[config.mk]
export PLATFORM = sky130hd
export DESIGN_NAME = sfce_engine
export DESIGN_NICKNAME = d
export VERILOG_FILES = /design/src/sfce_pkg.sv /design/src/sfce_buf2.sv /design/src/sfce_engine.sv
export VERILOG_INCLUDE_DIRS = /design/src
export SDC_FILE = /design/constraint.sdc
export NUM_CORES = 2
export LEC_CHECK = 0
export ABC_CLOCK_PERIOD_IN_PS = 33600
export BUFFER_PORTS_ARGS = -buffer_cell sky130_fd_sc_hd__buf_2
export CAP_MARGIN = 10
export CORE_MARGIN = 3
export CORE_UTILIZATION = 55
export CTS_CLUSTER_DIAMETER = 60
export CTS_CLUSTER_SIZE = 30
export DETAILED_ROUTE_END_ITERATION = 10
export PLACE_DENSITY = 0.68
export SLEW_MARGIN = 10
export SYNTH_ARGS = -nofsm -noshare
export SYNTH_HDL_FRONTEND = slang
export SYNTH_SLANG_ARGS = --single-unit
[constraint.sdc]
create_clock -name clk_i -period 33.6 [get_ports clk_i]
set_clock_uncertainty 0.05 [all_clocks]
set_input_delay 1.68 -clock clk_i [delete_from_list [all_inputs] [get_ports clk_i]]
set_output_delay 1.68 -clock clk_i [all_outputs]
set_load 0.005 [all_outputs]
[src/sfce_params.svh]
// Constants of the serial flash command engine: opcodes, layout and timing
`ifndef SFCE_PARAMS_SVH
`define SFCE_PARAMS_SVH
`define SFCE_CLK_NS 25
`define SFCE_ADDR_W 24
`define SFCE_SECT_LSB 16
`define SFCE_SECT_W 8
`define SFCE_PAGE_W 8
`define SFCE_OP_WREN 8'h06
`define SFCE_OP_FREAD 8'h0b
`define SFCE_OP_PROG 8'h02
`define SFCE_OP_SERASE 8'hd8
`define SFCE_OP_BERASE 8'hc7
`define SFCE_OP_DPD 8'hb9
`define SFCE_OP_WAKE 8'hab
`define SFCE_BITS_OPC 6'd8
`define SFCE_BITS_ADDR 6'd32
`define SFCE_BITS_DUMMY 6'd40
`define SFCE_BITS_SAT 6'h3f
`define SFCE_WEL_RST 1'b0
`define SFCE_SIG_DEFAULT 8'h3c
`define SFCE_T_PROG_NS 3000
`define SFCE_T_SERASE_NS 6000
`define SFCE_T_BERASE_NS 12000
`define SFCE_T_DPD_NS 3000
`define SFCE_T_WAKE_NS 3000
`define SFCE_T_WAKE_SHORT_NS 3000
`define SFCE_T_WAKE_LONG_NS 30000
`define SFCE_CYC_UP(t) (((t) + `SFCE_CLK_NS - 1) / `SFCE_CLK_NS)
`define SFCE_CYC_DN(t) ((t) / `SFCE_CLK_NS)
`endif

[src/sfce_pkg.sv]
// Types of the serial flash command engine
package sfce_pkg;
   typedef enum logic [2:0] {
      RX_IDLE = 3'h0,
      RX_ADDR = 3'h1,
      RX_DUMMY = 3'h2,
      RX_PDATA = 3'h3,
      RX_OUT = 3'h4,
      RX_HOLD = 3'h5,
      RX_IGNORE = 3'h6
   } sfce_rx_t;
   typedef enum logic [1:0] {
      PW_STANDBY = 2'h0,
      PW_ENTRY = 2'h1,
      PW_DEEP = 2'h2,
      PW_WAKE = 2'h3
   } sfce_pwr_t;
   typedef enum logic [1:0] {
      CY_IDLE = 2'h0,
      CY_PROG = 2'h1,
      CY_ERASE = 2'h2
   } sfce_cyc_t;
endpackage : sfce_pkg
[src/sfce_buf2.sv]
// Small FIFO with valid and ready on both sides, two entries by default
`timescale 1ns/10ps
`default_nettype none
module sfce_buf2 #(
   parameter int W = 32,
   parameter int DEPTH = 2
) (
   input wire logic clk_i, // System clock
   input wire logic reset_i, // Asynchronous reset, active high
   input wire logic in_valid_i, // Word offered
   output logic in_ready_o, // Room for a word
   input wire logic [W-1:0] in_data_i, // Word in
   output logic out_valid_o, // Word available
   input wire logic out_ready_i, // Receiver takes word
   output logic [W-1:0] out_data_o // Word out
);
   localparam int PW = (DEPTH > 1) ? $clog2(DEPTH) : 1;
   localparam int CW = $clog2(DEPTH + 1);
   logic [W-1:0] mem [0:DEPTH-1];
   logic [PW-1:0] wr_ptr_reg;
   logic [PW-1:0] rd_ptr_reg;
   logic [CW-1:0] cnt_reg;
   wire push = in_valid_i && in_ready_o;
   wire pop = out_valid_o && out_ready_i;

   assign in_ready_o = (cnt_reg != CW'(DEPTH));
   assign out_valid_o = (cnt_reg != '0);
   assign out_data_o = mem[rd_ptr_reg];

   always_ff @(posedge clk_i)
   begin
      if (push)
         mem[wr_ptr_reg] <= in_data_i;
   end

   always_ff @(posedge clk_i or posedge reset_i)
   begin
      if (reset_i)
      begin
         wr_ptr_reg <= '0;
         rd_ptr_reg <= '0;
         cnt_reg <= '0;
      end
      else
      begin
         if (push)
            wr_ptr_reg <= (wr_ptr_reg == PW'(DEPTH - 1)) ? '0 : wr_ptr_reg + 1'b1;
         if (pop)
            rd_ptr_reg <= (rd_ptr_reg == PW'(DEPTH - 1)) ? '0 : rd_ptr_reg + 1'b1;
         if (push && !pop)
            cnt_reg <= cnt_reg + 1'b1;
         else if (pop && !push)
            cnt_reg <= cnt_reg - 1'b1;
      end
   end
endmodule : sfce_buf2
`default_nettype wire

[src/sfce_engine.sv]
// Command decoder and sequencer of a serial NOR flash behind a four-wire link
// Contract
// - Fast read takes opcode, 24-bit address, dummy byte; data leaves on falling edges.
// - Read address increments per byte, wraps to zero, ends on deselect.
// - Fast read, power-down and release are rejected during a running cycle.
// - Program and erases need the write-enable flag, set by write enable.
// - Program data past the page end wraps to the page start.
// - Only the last 256 bytes program; unaddressed page bytes stay untouched.
// - Program runs only if deselect follows a whole final data byte.
// - Program cycle sets busy for its time; write-enable clears before it ends.
// - Program into a protected page is not executed.
// - Sector erase is opcode plus address; any address selects its sector.
// - Sector erase needs deselect after exactly the address; busy, flag cleared.
// - Sector erase into a protected sector is not executed.
// - Bulk erase is the opcode alone; busy during it, flag cleared.
// - Bulk erase runs only when all protect level bits are zero.
// - Power-down opcode alone enters deep power-down after the entry delay.
// - Deselect gives standby when no internal cycle is running; standby_o is not held off by a status write cycle.
// - In deep power-down only release and signature read are served.
// - Release is the opcode alone; extra clocks reject; standby after wake delay.
// - Signature read sends opcode and three dummies; signature repeats while clocked.
// - Signature read works awake too, but never during a running cycle.
// - Signature wake uses short delay if deselected before a whole signature byte is out, else long.
`timescale 1ns/10ps
`default_nettype none
`include "sfce_params.svh"
module sfce_engine
   import sfce_pkg::*;
#(
   parameter logic [15:0] PROG_CYC = 16'(`SFCE_CYC_UP(`SFCE_T_PROG_NS)),
   parameter logic [15:0] SERASE_CYC = 16'(`SFCE_CYC_UP(`SFCE_T_SERASE_NS)),
   parameter logic [15:0] BERASE_CYC = 16'(`SFCE_CYC_UP(`SFCE_T_BERASE_NS)),
   parameter logic [15:0] DPD_CYC = 16'(`SFCE_CYC_DN(`SFCE_T_DPD_NS)),
   parameter logic [15:0] WAKE_CYC = 16'(`SFCE_CYC_DN(`SFCE_T_WAKE_NS)),
   parameter logic [15:0] WAKE_SHORT_CYC = 16'(`SFCE_CYC_DN(`SFCE_T_WAKE_SHORT_NS)),
   parameter logic [15:0] WAKE_LONG_CYC = 16'(`SFCE_CYC_DN(`SFCE_T_WAKE_LONG_NS)),
   parameter logic [7:0] SIGNATURE = `SFCE_SIG_DEFAULT // Arbitrary value
) (
   input wire logic clk_i, // System clock, 40 MHz
   input wire logic reset_i, // Asynchronous reset, active high
   input wire logic sel_n_i, // Link select pin, active low
   input wire logic sclk_i, // Link clock pin
   input wire logic serial_in_i, // Link data from host
   output logic serial_out_o, // Link data to host
   output logic serial_out_oe_o, // Drive enable of serial_out
   input wire logic [2:0] protect_level_i, // Block protect bits
   input wire logic status_cycle_busy_i, // Status write cycle running
   output logic [`SFCE_ADDR_W-1:0] mem_rd_addr_o, // Array read address
   input wire logic [7:0] mem_rd_data_i, // Array read data
   output logic prog_wr_valid_o, // Program word offered
   input wire logic prog_wr_ready_i, // Array takes program word
   output logic [`SFCE_ADDR_W-1:0] prog_wr_addr_o, // Program byte address
   output logic [7:0] prog_wr_data_o, // Program byte
   output logic erase_start_o, // Erase start pulse
   output logic erase_bulk_o, // Erase covers whole array
   output logic [`SFCE_SECT_W-1:0] erase_sector_o, // Sector to erase
   output logic busy_flag_o, // Internal cycle running
   output logic write_enable_flag_o, // Write enable flag
   output logic [1:0] power_mode_o, // Power state
   output logic standby_o // Idle in standby power
);
   localparam int AW = `SFCE_ADDR_W;
   localparam int NPAGE = 1 << `SFCE_PAGE_W;

   function automatic logic prot_hit(input logic [2:0] bp, input logic [7:0] sec);
      logic [8:0] first;
      first = 9'h100 - (9'h001 << (bp - 3'h1));
      prot_hit = (bp == 3'h7) || ((bp != 3'h0) && ({1'b0, sec} >= first));
   endfunction : prot_hit

   // Pins come from the host's domain
   logic [2:0] sync1_reg;
   logic [2:0] sync2_reg;
   logic sclk_prev_reg;
   logic sel_prev_reg;
   always_ff @(posedge clk_i or posedge reset_i)
   begin
      if (reset_i)
      begin
         sync1_reg <= 3'h1;
         sync2_reg <= 3'h1;
         sclk_prev_reg <= 1'b0;
         sel_prev_reg <= 1'b1;
      end
      else
      begin
         sync1_reg <= {serial_in_i, sclk_i, sel_n_i};
         sync2_reg <= sync1_reg;
         sclk_prev_reg <= sync2_reg[1];
         sel_prev_reg <= sync2_reg[0];
      end
   end
   wire sel_n_s = sync2_reg[0];
   wire din_s = sync2_reg[2];
   wire sclk_rise = sync2_reg[1] && !sclk_prev_reg && !sel_n_s;
   wire sclk_fall = !sync2_reg[1] && sclk_prev_reg && !sel_n_s;
   wire sel_fall = !sel_n_s && sel_prev_reg;
   wire desel = sel_n_s && !sel_prev_reg;

   sfce_rx_t rx_reg;
   sfce_pwr_t pwr_reg;
   sfce_cyc_t cy_reg;
   logic [7:0] opc_reg;
   logic [7:0] shift_reg;
   logic [5:0] bits_reg;
   logic [2:0] bit_cnt_reg;
   logic [AW-1:0] addr_reg;
   logic [AW-1:0] rd_addr_reg;
   logic [7:0] page_ptr_reg;
   logic [7:0] out_shift_reg;
   logic [2:0] out_cnt_reg;
   logic so_reg;
   logic sig_shown_reg;
   logic wel_reg;
   logic [15:0] timer_reg;
   logic [15:0] ptimer_reg;
   logic [8:0] scan_reg;
   logic [NPAGE-1:0] page_vld_reg;
   logic [7:0] page_mem [0:NPAGE-1];
   logic erase_start_reg;
   logic erase_bulk_reg;
   logic [`SFCE_SECT_W-1:0] erase_sector_reg;

   // Byte assembly on rising link edges
   wire [7:0] byte_in = {shift_reg[6:0], din_s};
   wire byte_done = sclk_rise && (bit_cnt_reg == 3'h7);
   wire [5:0] bits_inc = (bits_reg == `SFCE_BITS_SAT) ? bits_reg : bits_reg + 6'd1;
   wire busy = (cy_reg != CY_IDLE) || status_cycle_busy_i;
   wire deep = (pwr_reg == PW_DEEP);
   wire awake = (pwr_reg == PW_STANDBY);
   wire [AW-1:0] addr_full = {addr_reg[AW-9:0], byte_in};

   // Opcode routing; rejected commands drop to RX_IGNORE with no side effect
   sfce_rx_t route;
   always_comb
   begin
      route = RX_IGNORE;
      if (!busy && (awake || deep))
      begin
         case (byte_in)
            `SFCE_OP_WAKE: route = RX_DUMMY;
            `SFCE_OP_FREAD, `SFCE_OP_PROG, `SFCE_OP_SERASE: route = deep ? RX_IGNORE : RX_ADDR;
            `SFCE_OP_WREN, `SFCE_OP_BERASE, `SFCE_OP_DPD: route = deep ? RX_IGNORE : RX_HOLD;
            default: route = RX_IGNORE;
         endcase
      end
   end

   wire addr_last = byte_done && (rx_reg == RX_ADDR) && (bits_inc == `SFCE_BITS_ADDR);
   wire out_begin = byte_done && (rx_reg == RX_DUMMY) &&
      (((opc_reg == `SFCE_OP_FREAD) && (bits_inc == `SFCE_BITS_DUMMY)) ||
       ((opc_reg == `SFCE_OP_WAKE) && (bits_inc == `SFCE_BITS_ADDR)));
   wire pg_clr = byte_done && (rx_reg == RX_IDLE) && (bits_reg == 6'd7) &&
      (route == RX_ADDR) && (byte_in == `SFCE_OP_PROG);
   wire pg_we = byte_done && (rx_reg == RX_PDATA);
   wire out_load = sclk_fall && (rx_reg == RX_OUT) && (out_cnt_reg == 3'h0);
   wire [7:0] out_src = (opc_reg == `SFCE_OP_FREAD) ? mem_rd_data_i : SIGNATURE;

   // Execution is decided at deselect from the exact bit count seen, except program (whole bytes) and signature wake
   wire [7:0] tgt_sec = addr_reg[`SFCE_SECT_LSB +: `SFCE_SECT_W];
   wire wr_ok = wel_reg && !busy && awake;
   wire wren_go = desel && (rx_reg == RX_HOLD) && (opc_reg == `SFCE_OP_WREN) &&
      (bits_reg == `SFCE_BITS_OPC) && !busy && awake;
   wire prog_go = desel && (rx_reg == RX_PDATA) && (bits_reg >= `SFCE_BITS_DUMMY) &&
      (bit_cnt_reg == 3'h0) && wr_ok && !prot_hit(protect_level_i, tgt_sec);
   wire se_go = desel && (rx_reg == RX_HOLD) && (opc_reg == `SFCE_OP_SERASE) &&
      (bits_reg == `SFCE_BITS_ADDR) && wr_ok && !prot_hit(protect_level_i, tgt_sec);
   wire be_go = desel && (rx_reg == RX_HOLD) && (opc_reg == `SFCE_OP_BERASE) &&
      (bits_reg == `SFCE_BITS_OPC) && wr_ok && (protect_level_i == 3'h0);
   wire dpd_go = desel && (rx_reg == RX_HOLD) && (opc_reg == `SFCE_OP_DPD) &&
      (bits_reg == `SFCE_BITS_OPC) && !busy && awake;
   wire res_go = desel && (rx_reg == RX_DUMMY) && (opc_reg == `SFCE_OP_WAKE) &&
      (bits_reg == `SFCE_BITS_OPC) && !busy && deep;
   wire sig_go = desel && (rx_reg == RX_OUT) && (opc_reg == `SFCE_OP_WAKE) && deep;
   wire cy_start = prog_go || se_go || be_go;

   // Receive side
   always_ff @(posedge clk_i or posedge reset_i)
   begin
      if (reset_i)
      begin
         rx_reg <= RX_IDLE;
         opc_reg <= 8'h00;
         shift_reg <= 8'h00;
         bits_reg <= 6'd0;
         bit_cnt_reg <= 3'h0;
         addr_reg <= '0;
         page_ptr_reg <= 8'h00;
      end
      else if (sel_fall)
      begin
         rx_reg <= RX_IDLE;
         bits_reg <= 6'd0;
         bit_cnt_reg <= 3'h0;
      end
      else if (sclk_rise)
      begin
         shift_reg <= byte_in;
         bits_reg <= bits_inc;
         bit_cnt_reg <= bit_cnt_reg + 3'h1;
         if (byte_done && (rx_reg == RX_IDLE))
         begin
            opc_reg <= byte_in;
            rx_reg <= route;
         end
         if (byte_done && (rx_reg == RX_ADDR))
            addr_reg <= addr_full;
         if (addr_last)
         begin
            page_ptr_reg <= byte_in;
            rx_reg <= (opc_reg == `SFCE_OP_FREAD) ? RX_DUMMY :
               (opc_reg == `SFCE_OP_PROG) ? RX_PDATA : RX_HOLD;
         end
         if (out_begin)
            rx_reg <= RX_OUT;
         if (pg_we)
            page_ptr_reg <= page_ptr_reg + 8'h01;
      end
   end

   // Page image; no reset, only bytes flagged valid are ever used
   always_ff @(posedge clk_i)
   begin
      if (pg_we)
         page_mem[page_ptr_reg] <= byte_in;
   end

   always_ff @(posedge clk_i or posedge reset_i)
   begin
      if (reset_i)
         page_vld_reg <= '0;
      else if (pg_clr)
         page_vld_reg <= '0;
      else if (pg_we)
         page_vld_reg[page_ptr_reg] <= 1'b1;
   end

   // Transmit side, one bit per falling link edge
   always_ff @(posedge clk_i or posedge reset_i)
   begin
      if (reset_i)
      begin
         rd_addr_reg <= '0;
         out_shift_reg <= 8'h00;
         out_cnt_reg <= 3'h0;
         so_reg <= 1'b0;
         sig_shown_reg <= 1'b0;
      end
      else if (sel_fall)
      begin
         out_cnt_reg <= 3'h0;
         sig_shown_reg <= 1'b0;
      end
      else
      begin
         if (addr_last)
            rd_addr_reg <= addr_full;
         if (sclk_fall && (rx_reg == RX_OUT))
         begin
            out_cnt_reg <= out_cnt_reg + 3'h1;
            if (out_cnt_reg == 3'h7)
               sig_shown_reg <= 1'b1;
            if (out_load)
            begin
               so_reg <= out_src[7];
               out_shift_reg <= {out_src[6:0], 1'b0};
               if (opc_reg == `SFCE_OP_FREAD)
                  rd_addr_reg <= rd_addr_reg + AW'(1);
            end
            else
            begin
               so_reg <= out_shift_reg[7];
               out_shift_reg <= {out_shift_reg[6:0], 1'b0};
            end
         end
      end
   end

   // Self-timed cycles; drain stalls on the array, so busy may outlast the timer
   wire scan_live = (cy_reg == CY_PROG) && !scan_reg[8];
   wire scan_vld = page_vld_reg[scan_reg[7:0]];
   wire buf_in_ready;
   wire buf_out_valid;
   wire scan_adv = scan_live && (!scan_vld || buf_in_ready);
   wire cy_done = (timer_reg == 16'h0000) &&
      ((cy_reg != CY_PROG) || (scan_reg[8] && !buf_out_valid));
   wire [15:0] cy_len = prog_go ? PROG_CYC : se_go ? SERASE_CYC : BERASE_CYC;

   always_ff @(posedge clk_i or posedge reset_i)
   begin
      if (reset_i)
      begin
         cy_reg <= CY_IDLE;
         timer_reg <= 16'h0000;
         scan_reg <= 9'h000;
         wel_reg <= `SFCE_WEL_RST;
         erase_start_reg <= 1'b0;
         erase_bulk_reg <= 1'b0;
         erase_sector_reg <= '0;
      end
      else
      begin
         erase_start_reg <= se_go || be_go;
         if (wren_go)
            wel_reg <= 1'b1;
         else if (cy_start)
            wel_reg <= 1'b0;
         if (cy_start)
         begin
            cy_reg <= prog_go ? CY_PROG : CY_ERASE;
            timer_reg <= cy_len - 16'h0001;
            scan_reg <= 9'h000;
            erase_bulk_reg <= be_go;
            erase_sector_reg <= tgt_sec;
         end
         else
         begin
            if (timer_reg != 16'h0000)
               timer_reg <= timer_reg - 16'h0001;
            if (scan_adv)
               scan_reg <= scan_reg + 9'h001;
            if ((cy_reg != CY_IDLE) && cy_done)
               cy_reg <= CY_IDLE;
         end
      end
   end

   sfce_buf2 #(
      .W(AW + 8),
      .DEPTH(2)
   ) u_prog_buf (
      .clk_i(clk_i),
      .reset_i(reset_i),
      .in_valid_i(scan_live && scan_vld),
      .in_ready_o(buf_in_ready),
      .in_data_i({addr_reg[AW-1:8], scan_reg[7:0], page_mem[scan_reg[7:0]]}),
      .out_valid_o(buf_out_valid),
      .out_ready_i(prog_wr_ready_i),
      .out_data_o({prog_wr_addr_o, prog_wr_data_o})
   );

   // Power modes
   always_ff @(posedge clk_i or posedge reset_i)
   begin
      if (reset_i)
      begin
         pwr_reg <= PW_STANDBY;
         ptimer_reg <= 16'h0000;
      end
      else
      begin
         if (ptimer_reg != 16'h0000)
            ptimer_reg <= ptimer_reg - 16'h0001;
         case (pwr_reg)
            PW_STANDBY:
               if (dpd_go)
               begin
                  pwr_reg <= PW_ENTRY;
                  ptimer_reg <= DPD_CYC - 16'h0001;
               end
            PW_ENTRY:
               if (ptimer_reg == 16'h0000)
                  pwr_reg <= PW_DEEP;
            PW_DEEP:
               if (res_go || sig_go)
               begin
                  pwr_reg <= PW_WAKE;
                  ptimer_reg <= res_go ? WAKE_CYC - 16'h0001 :
                     sig_shown_reg ? WAKE_LONG_CYC - 16'h0001 : WAKE_SHORT_CYC - 16'h0001;
               end
            PW_WAKE:
               if (ptimer_reg == 16'h0000)
                  pwr_reg <= PW_STANDBY;
            default:
               pwr_reg <= PW_STANDBY;
         endcase
      end
   end

   assign serial_out_o = so_reg;
   assign serial_out_oe_o = (rx_reg == RX_OUT) && !sel_n_s;
   assign mem_rd_addr_o = rd_addr_reg;
   assign prog_wr_valid_o = buf_out_valid;
   assign erase_start_o = erase_start_reg;
   assign erase_bulk_o = erase_bulk_reg;
   assign erase_sector_o = erase_sector_reg;
   assign busy_flag_o = busy;
   assign write_enable_flag_o = wel_reg;
   assign power_mode_o = pwr_reg;
   assign standby_o = awake && sel_n_s && (cy_reg == CY_IDLE);

   a_busy_after_start: assert property (@(posedge clk_i) disable iff (reset_i)
      cy_start |=> busy_flag_o && !write_enable_flag_o)
      else $error("cycle start did not raise busy and clear write enable");
   a_run_undisturbed: assert property (@(posedge clk_i) disable iff (reset_i)
      (desel && cy_reg != CY_IDLE) |=> cy_reg == $past(cy_reg) || $past(cy_done))
      else $error("running cycle disturbed by a command");
   a_prog_needs_wel: assert property (@(posedge clk_i) disable iff (reset_i)
      $rose(cy_reg == CY_PROG) |-> $past(wel_reg))
      else $error("program started without write enable");
   a_bulk_unprot: assert property (@(posedge clk_i) disable iff (reset_i)
      (erase_start_o && erase_bulk_o) |-> $past(protect_level_i) == 3'h0)
      else $error("bulk erase with protection set");
   a_deep_ignores: assert property (@(posedge clk_i) disable iff (reset_i)
      (deep && desel && opc_reg != `SFCE_OP_WAKE) |=> (deep && !busy_flag_o)[*2])
      else $error("command served in deep power-down");
   a_read_increments: assert property (@(posedge clk_i) disable iff (reset_i)
      (out_load && opc_reg == `SFCE_OP_FREAD) |=> mem_rd_addr_o == $past(mem_rd_addr_o) + AW'(1))
      else $error("read address did not advance");
   a_drive_only_out: assert property (@(posedge clk_i) disable iff (reset_i)
      serial_out_oe_o |-> (opc_reg == `SFCE_OP_FREAD || opc_reg == `SFCE_OP_WAKE) &&
         cy_reg == CY_IDLE)
      else $error("output driven outside data phase");
   a_entry_delay: assert property (@(posedge clk_i) disable iff (reset_i)
      dpd_go |=> (pwr_reg == PW_ENTRY) ##[1:1000] (pwr_reg == PW_DEEP))
      else $error("deep power-down not entered in time");
   a_prot_page: assert property (@(posedge clk_i) disable iff (reset_i)
      (desel && rx_reg == RX_PDATA && prot_hit(protect_level_i, tgt_sec)) |=> cy_reg == CY_IDLE)
      else $error("protected page programmed");
endmodule : sfce_engine
`default_nettype wire

==> results.sh <==
export IMPL_start_kind="flop"
export IMPL_max_stage_delay_ns=0.97
export IMPL_cts_resized=0
export IMPL_num_vias=50800
export IMPL_hold_end="sync2_reg[2]"
export IMPL_clock_path_buffers=3
export IMPL_drive_gt1_share_pct=24.9
export IMPL_final_core_util_pct=60.3
export IMPL_ys_flop_type="edfxtp_1"
export IMPL_antenna_found_initial=13
export IMPL_crit_family="buffers and inverters"
export IMPL_ys_warnings_count=0
export IMPL_required_ns=33.97
export IMPL_r2r_setup_slack_ns=26.52
export IMPL_routedWlPerCell_um=31.1
export IMPL_r2r_end="u_prog_buf.mem[1][22]"
export IMPL_r2r_start="scan_reg[0]"
export IMPL_status="finished clean"
export IMPL_finalNonFillerCells=7807
export IMPL_drt_first_pass_iters=6
export IMPL_cap_violations=0
export IMPL_grt_total_usage_pct=26.3
export IMPL_path_depth=11
export IMPL_grt_first_pass_wirelength_um=357000
export IMPL_synthArstFlopShare_pct=16.6
export IMPL_multi_input_area_mm2=0.0253
export IMPL_grt_max_degree=214
export IMPL_hold_viol=0
export IMPL_drc=0
export IMPL_die_area_mm2=0.188
export IMPL_avgViaCountPerCell=6.51
export IMPL_fillers=12800
export IMPL_place_gp_congestion=0.851
export IMPL_crit_chain="buf_4 > buf_4 > buf_4 > mux4_2 > nor2_1 > o311ai_0 > a211oi_1 > a32oi_1 > nand4_1 > inv_1 > and2_2"
export IMPL_coreArea_mm2=0.181
export IMPL_area_growth_pct=8.60
export IMPL_grt_ovfl_total=0
export IMPL_cts_buffers_inserted=153
export IMPL_synth_edf_count=2112
export IMPL_fin_setup_tns_ns=0
export IMPL_largest_reg_flops=2048
export IMPL_ff2ff_path_depth=11
export IMPL_cpMaxStageDelayCell="dfrtp_4"
export IMPL_yosys_area_top_type="edfxtp_1"
export IMPL_end_kind="flop"
export IMPL_p_per_area_mw_per_mm2=53.0
export IMPL_maxSlewViolCount=0
export IMPL_period_needed_ns=7.08
export IMPL_clock_root_buffer="clkbuf_16"
export IMPL_dr_first_iter_drc_count=6284
export IMPL_worstHoldStart="sync1_reg[2]"
export IMPL_numClockSinks=2531
export IMPL_hp_class="reg -> reg"
export IMPL_final_setup_viol_count=0
export IMPL_postCtsSetupBuffers=0
export IMPL_synthDistinctLibCells=74
export IMPL_start_util_pct=55.5
export IMPL_holdWs_ns=0.261
export IMPL_cts_hold_buffers=0
export IMPL_clk_pin_slew_ns=0.09
export IMPL_regArea_mm2=0.0740
export IMPL_path_max_fanout=45
export IMPL_peakVddDrop_v=0.0000401
export IMPL_avgSynthCellArea_um2=19.2
export IMPL_crit_path_frequent_cell="buf_4"
export IMPL_cts_tree="built"
export IMPL_synth_top_cell_area_share_pct=63.0
export IMPL_arrival_ns=7.45
export IMPL_worstSetupPathType="reg -> reg"
export IMPL_drt_wl_total_um=243000
export IMPL_final_nets=5349
export IMPL_p_leak_nw=36.6
export IMPL_fmax_mhz=141
export IMPL_hpwl_um=146000
export IMPL_io_buffer_count=91
export IMPL_hold_path_depth=0
export IMPL_yosysSeqAreaShare_pct=73.5
export IMPL_rows=156
export IMPL_post_route_period_util_pct=21.1
export IMPL_die_h_um=434
export IMPL_clk_latency_ns=0.83
export IMPL_placedCellCount=7513
export IMPL_syn_area_mm2=0.101
export IMPL_ios=92
export IMPL_finalPower_mw=5.79
export IMPL_rsz0062_at_grt="no"
export IMPL_grt_pass1_vias=50300
export IMPL_synth_seq_cells=2531
export IMPL_synth_top_cells_by_area="edfxtp_1, mux4_2, dfrtp_1"
export IMPL_worstMarginPinSlew_ns=1.33
export IMPL_crit_buf_inv=4
export IMPL_fp_dieW_um=434
export IMPL_h_tree_depth=4
export IMPL_syn_inst=5243
export IMPL_syn_num_nets=5294
export IMPL_antenna_left=0
export IMPL_relSlewSlack_pct=10.8
worst max path at each step:
stage | startpoint | endpoint | slack (ns)
finish | scan_reg[0] | u_prog_buf.mem[1][22] | 26.52
global route | scan_reg[0] | u_prog_buf.mem[1][22] | 26.04
CTS | scan_reg[0] | u_prog_buf.mem[1][23] | 26.53
detailed placement | scan_reg[0] | u_prog_buf.mem[1][25] | 26.59
global placement | scan_reg[0] | u_prog_buf.mem[1][25] | 26.58
floorplan | reset_i | addr_reg[0] | 20.21
cells in the final DEF (no fill, tap or decap), drive strengths merged, types with 33 or more instances in the layout:
cell type,n
nor2,786
inv,111
ha,33
mux2,78
clkinv,38
nand2,175
mux2i,34
mux4,731
clkbuf,170
nand3,52
dfrtp,416
o21ai,54
edfxtp,2112
a21oi,90
buf,189
worst reg2reg max path, cell delays in order, from the launching register on:
cell	delay, ns
dfrtp_4	0.97
buf_4	0.84
buf_4	0.81
buf_4	0.77
mux4_2	0.41
nor2_1	0.06
o311ai_0	0.89
a211oi_1	0.13
a32oi_1	0.42
nand4_1	0.30
inv_1	0.15
and2_2	0.85
synth_stat cells, drive strengths merged (9+ instances only):
master	n
o22ai	23
xor2	16
o21ba	30
a21oi	90
nor2	786
mux2	78
xnor2	20
edfxtp	2112
and3	14
inv	40
a21o	9
nand2	175
and2	12
nor2b	20
dfrtp	416
nor3	29
o21ai	54
nor4	11
mux2i	34
nand3b	10
a22oi	9
nand3	52
clkbuf	170
ha	33
nand4	22
mux4	731
nand2b	20
buf	119
where the power goes:
part	total, mW	internal [mW]	leakage [nW]	switching (mW)
clock	2.13	0.983	2.67	1.15
sequential	3.52	3.49	24.1	0.0324
combinational	0.132	0.0147	9.79	0.117
total	5.79	4.49	36.6	1.30
cell type report:
cell class | instances | share of cell area (%)
clock buffer | 170 | 3.69
clock inverter | 117 | 1.35
sequential | 2531 | 67.7
inverter | 41 | 0.155
timing repair buffer | 189 | 1.20
antenna | 7 | 0.0160
multi-input combinational | 2382 | 23.2
tap | 2370 | 2.71
metrics by stage:
stage / worst slack [ns] / cell area, um2
2_1_floorplan: 20.21 / 101000
3_3_place_gp: 26.58 / 104000
3_5_place_dp: 26.59 / 104000
4_1_cts: 26.53 / 109000
5_1_grt: 26.04 / 109000
6_report: 26.52 / 109000
routing by layer:
layer | vias up | GRT usage (%) | share of wire (%)
li1 | 21000 | - | -
met1 | 27200 | 38.3 | 40
met2 | 2239 | 41.1 | 48
met3 | 386 | 4.81 | 8.4
met4 | 14 | 8.63 | 3.4
met5 | - | 0 | 0.037
kinds of logic after synthesis:
logic type	count (synthesis)	share of synthesized area, %
compound gates	275	1.79
flops	2531	73.5
buf+inv	330	1.41
simple gates	1194	5.03
xor+xnor	36	0.313
mux	843	17.6
fa+ha+maj	34	0.420
(Power assumes the default switching activity.)
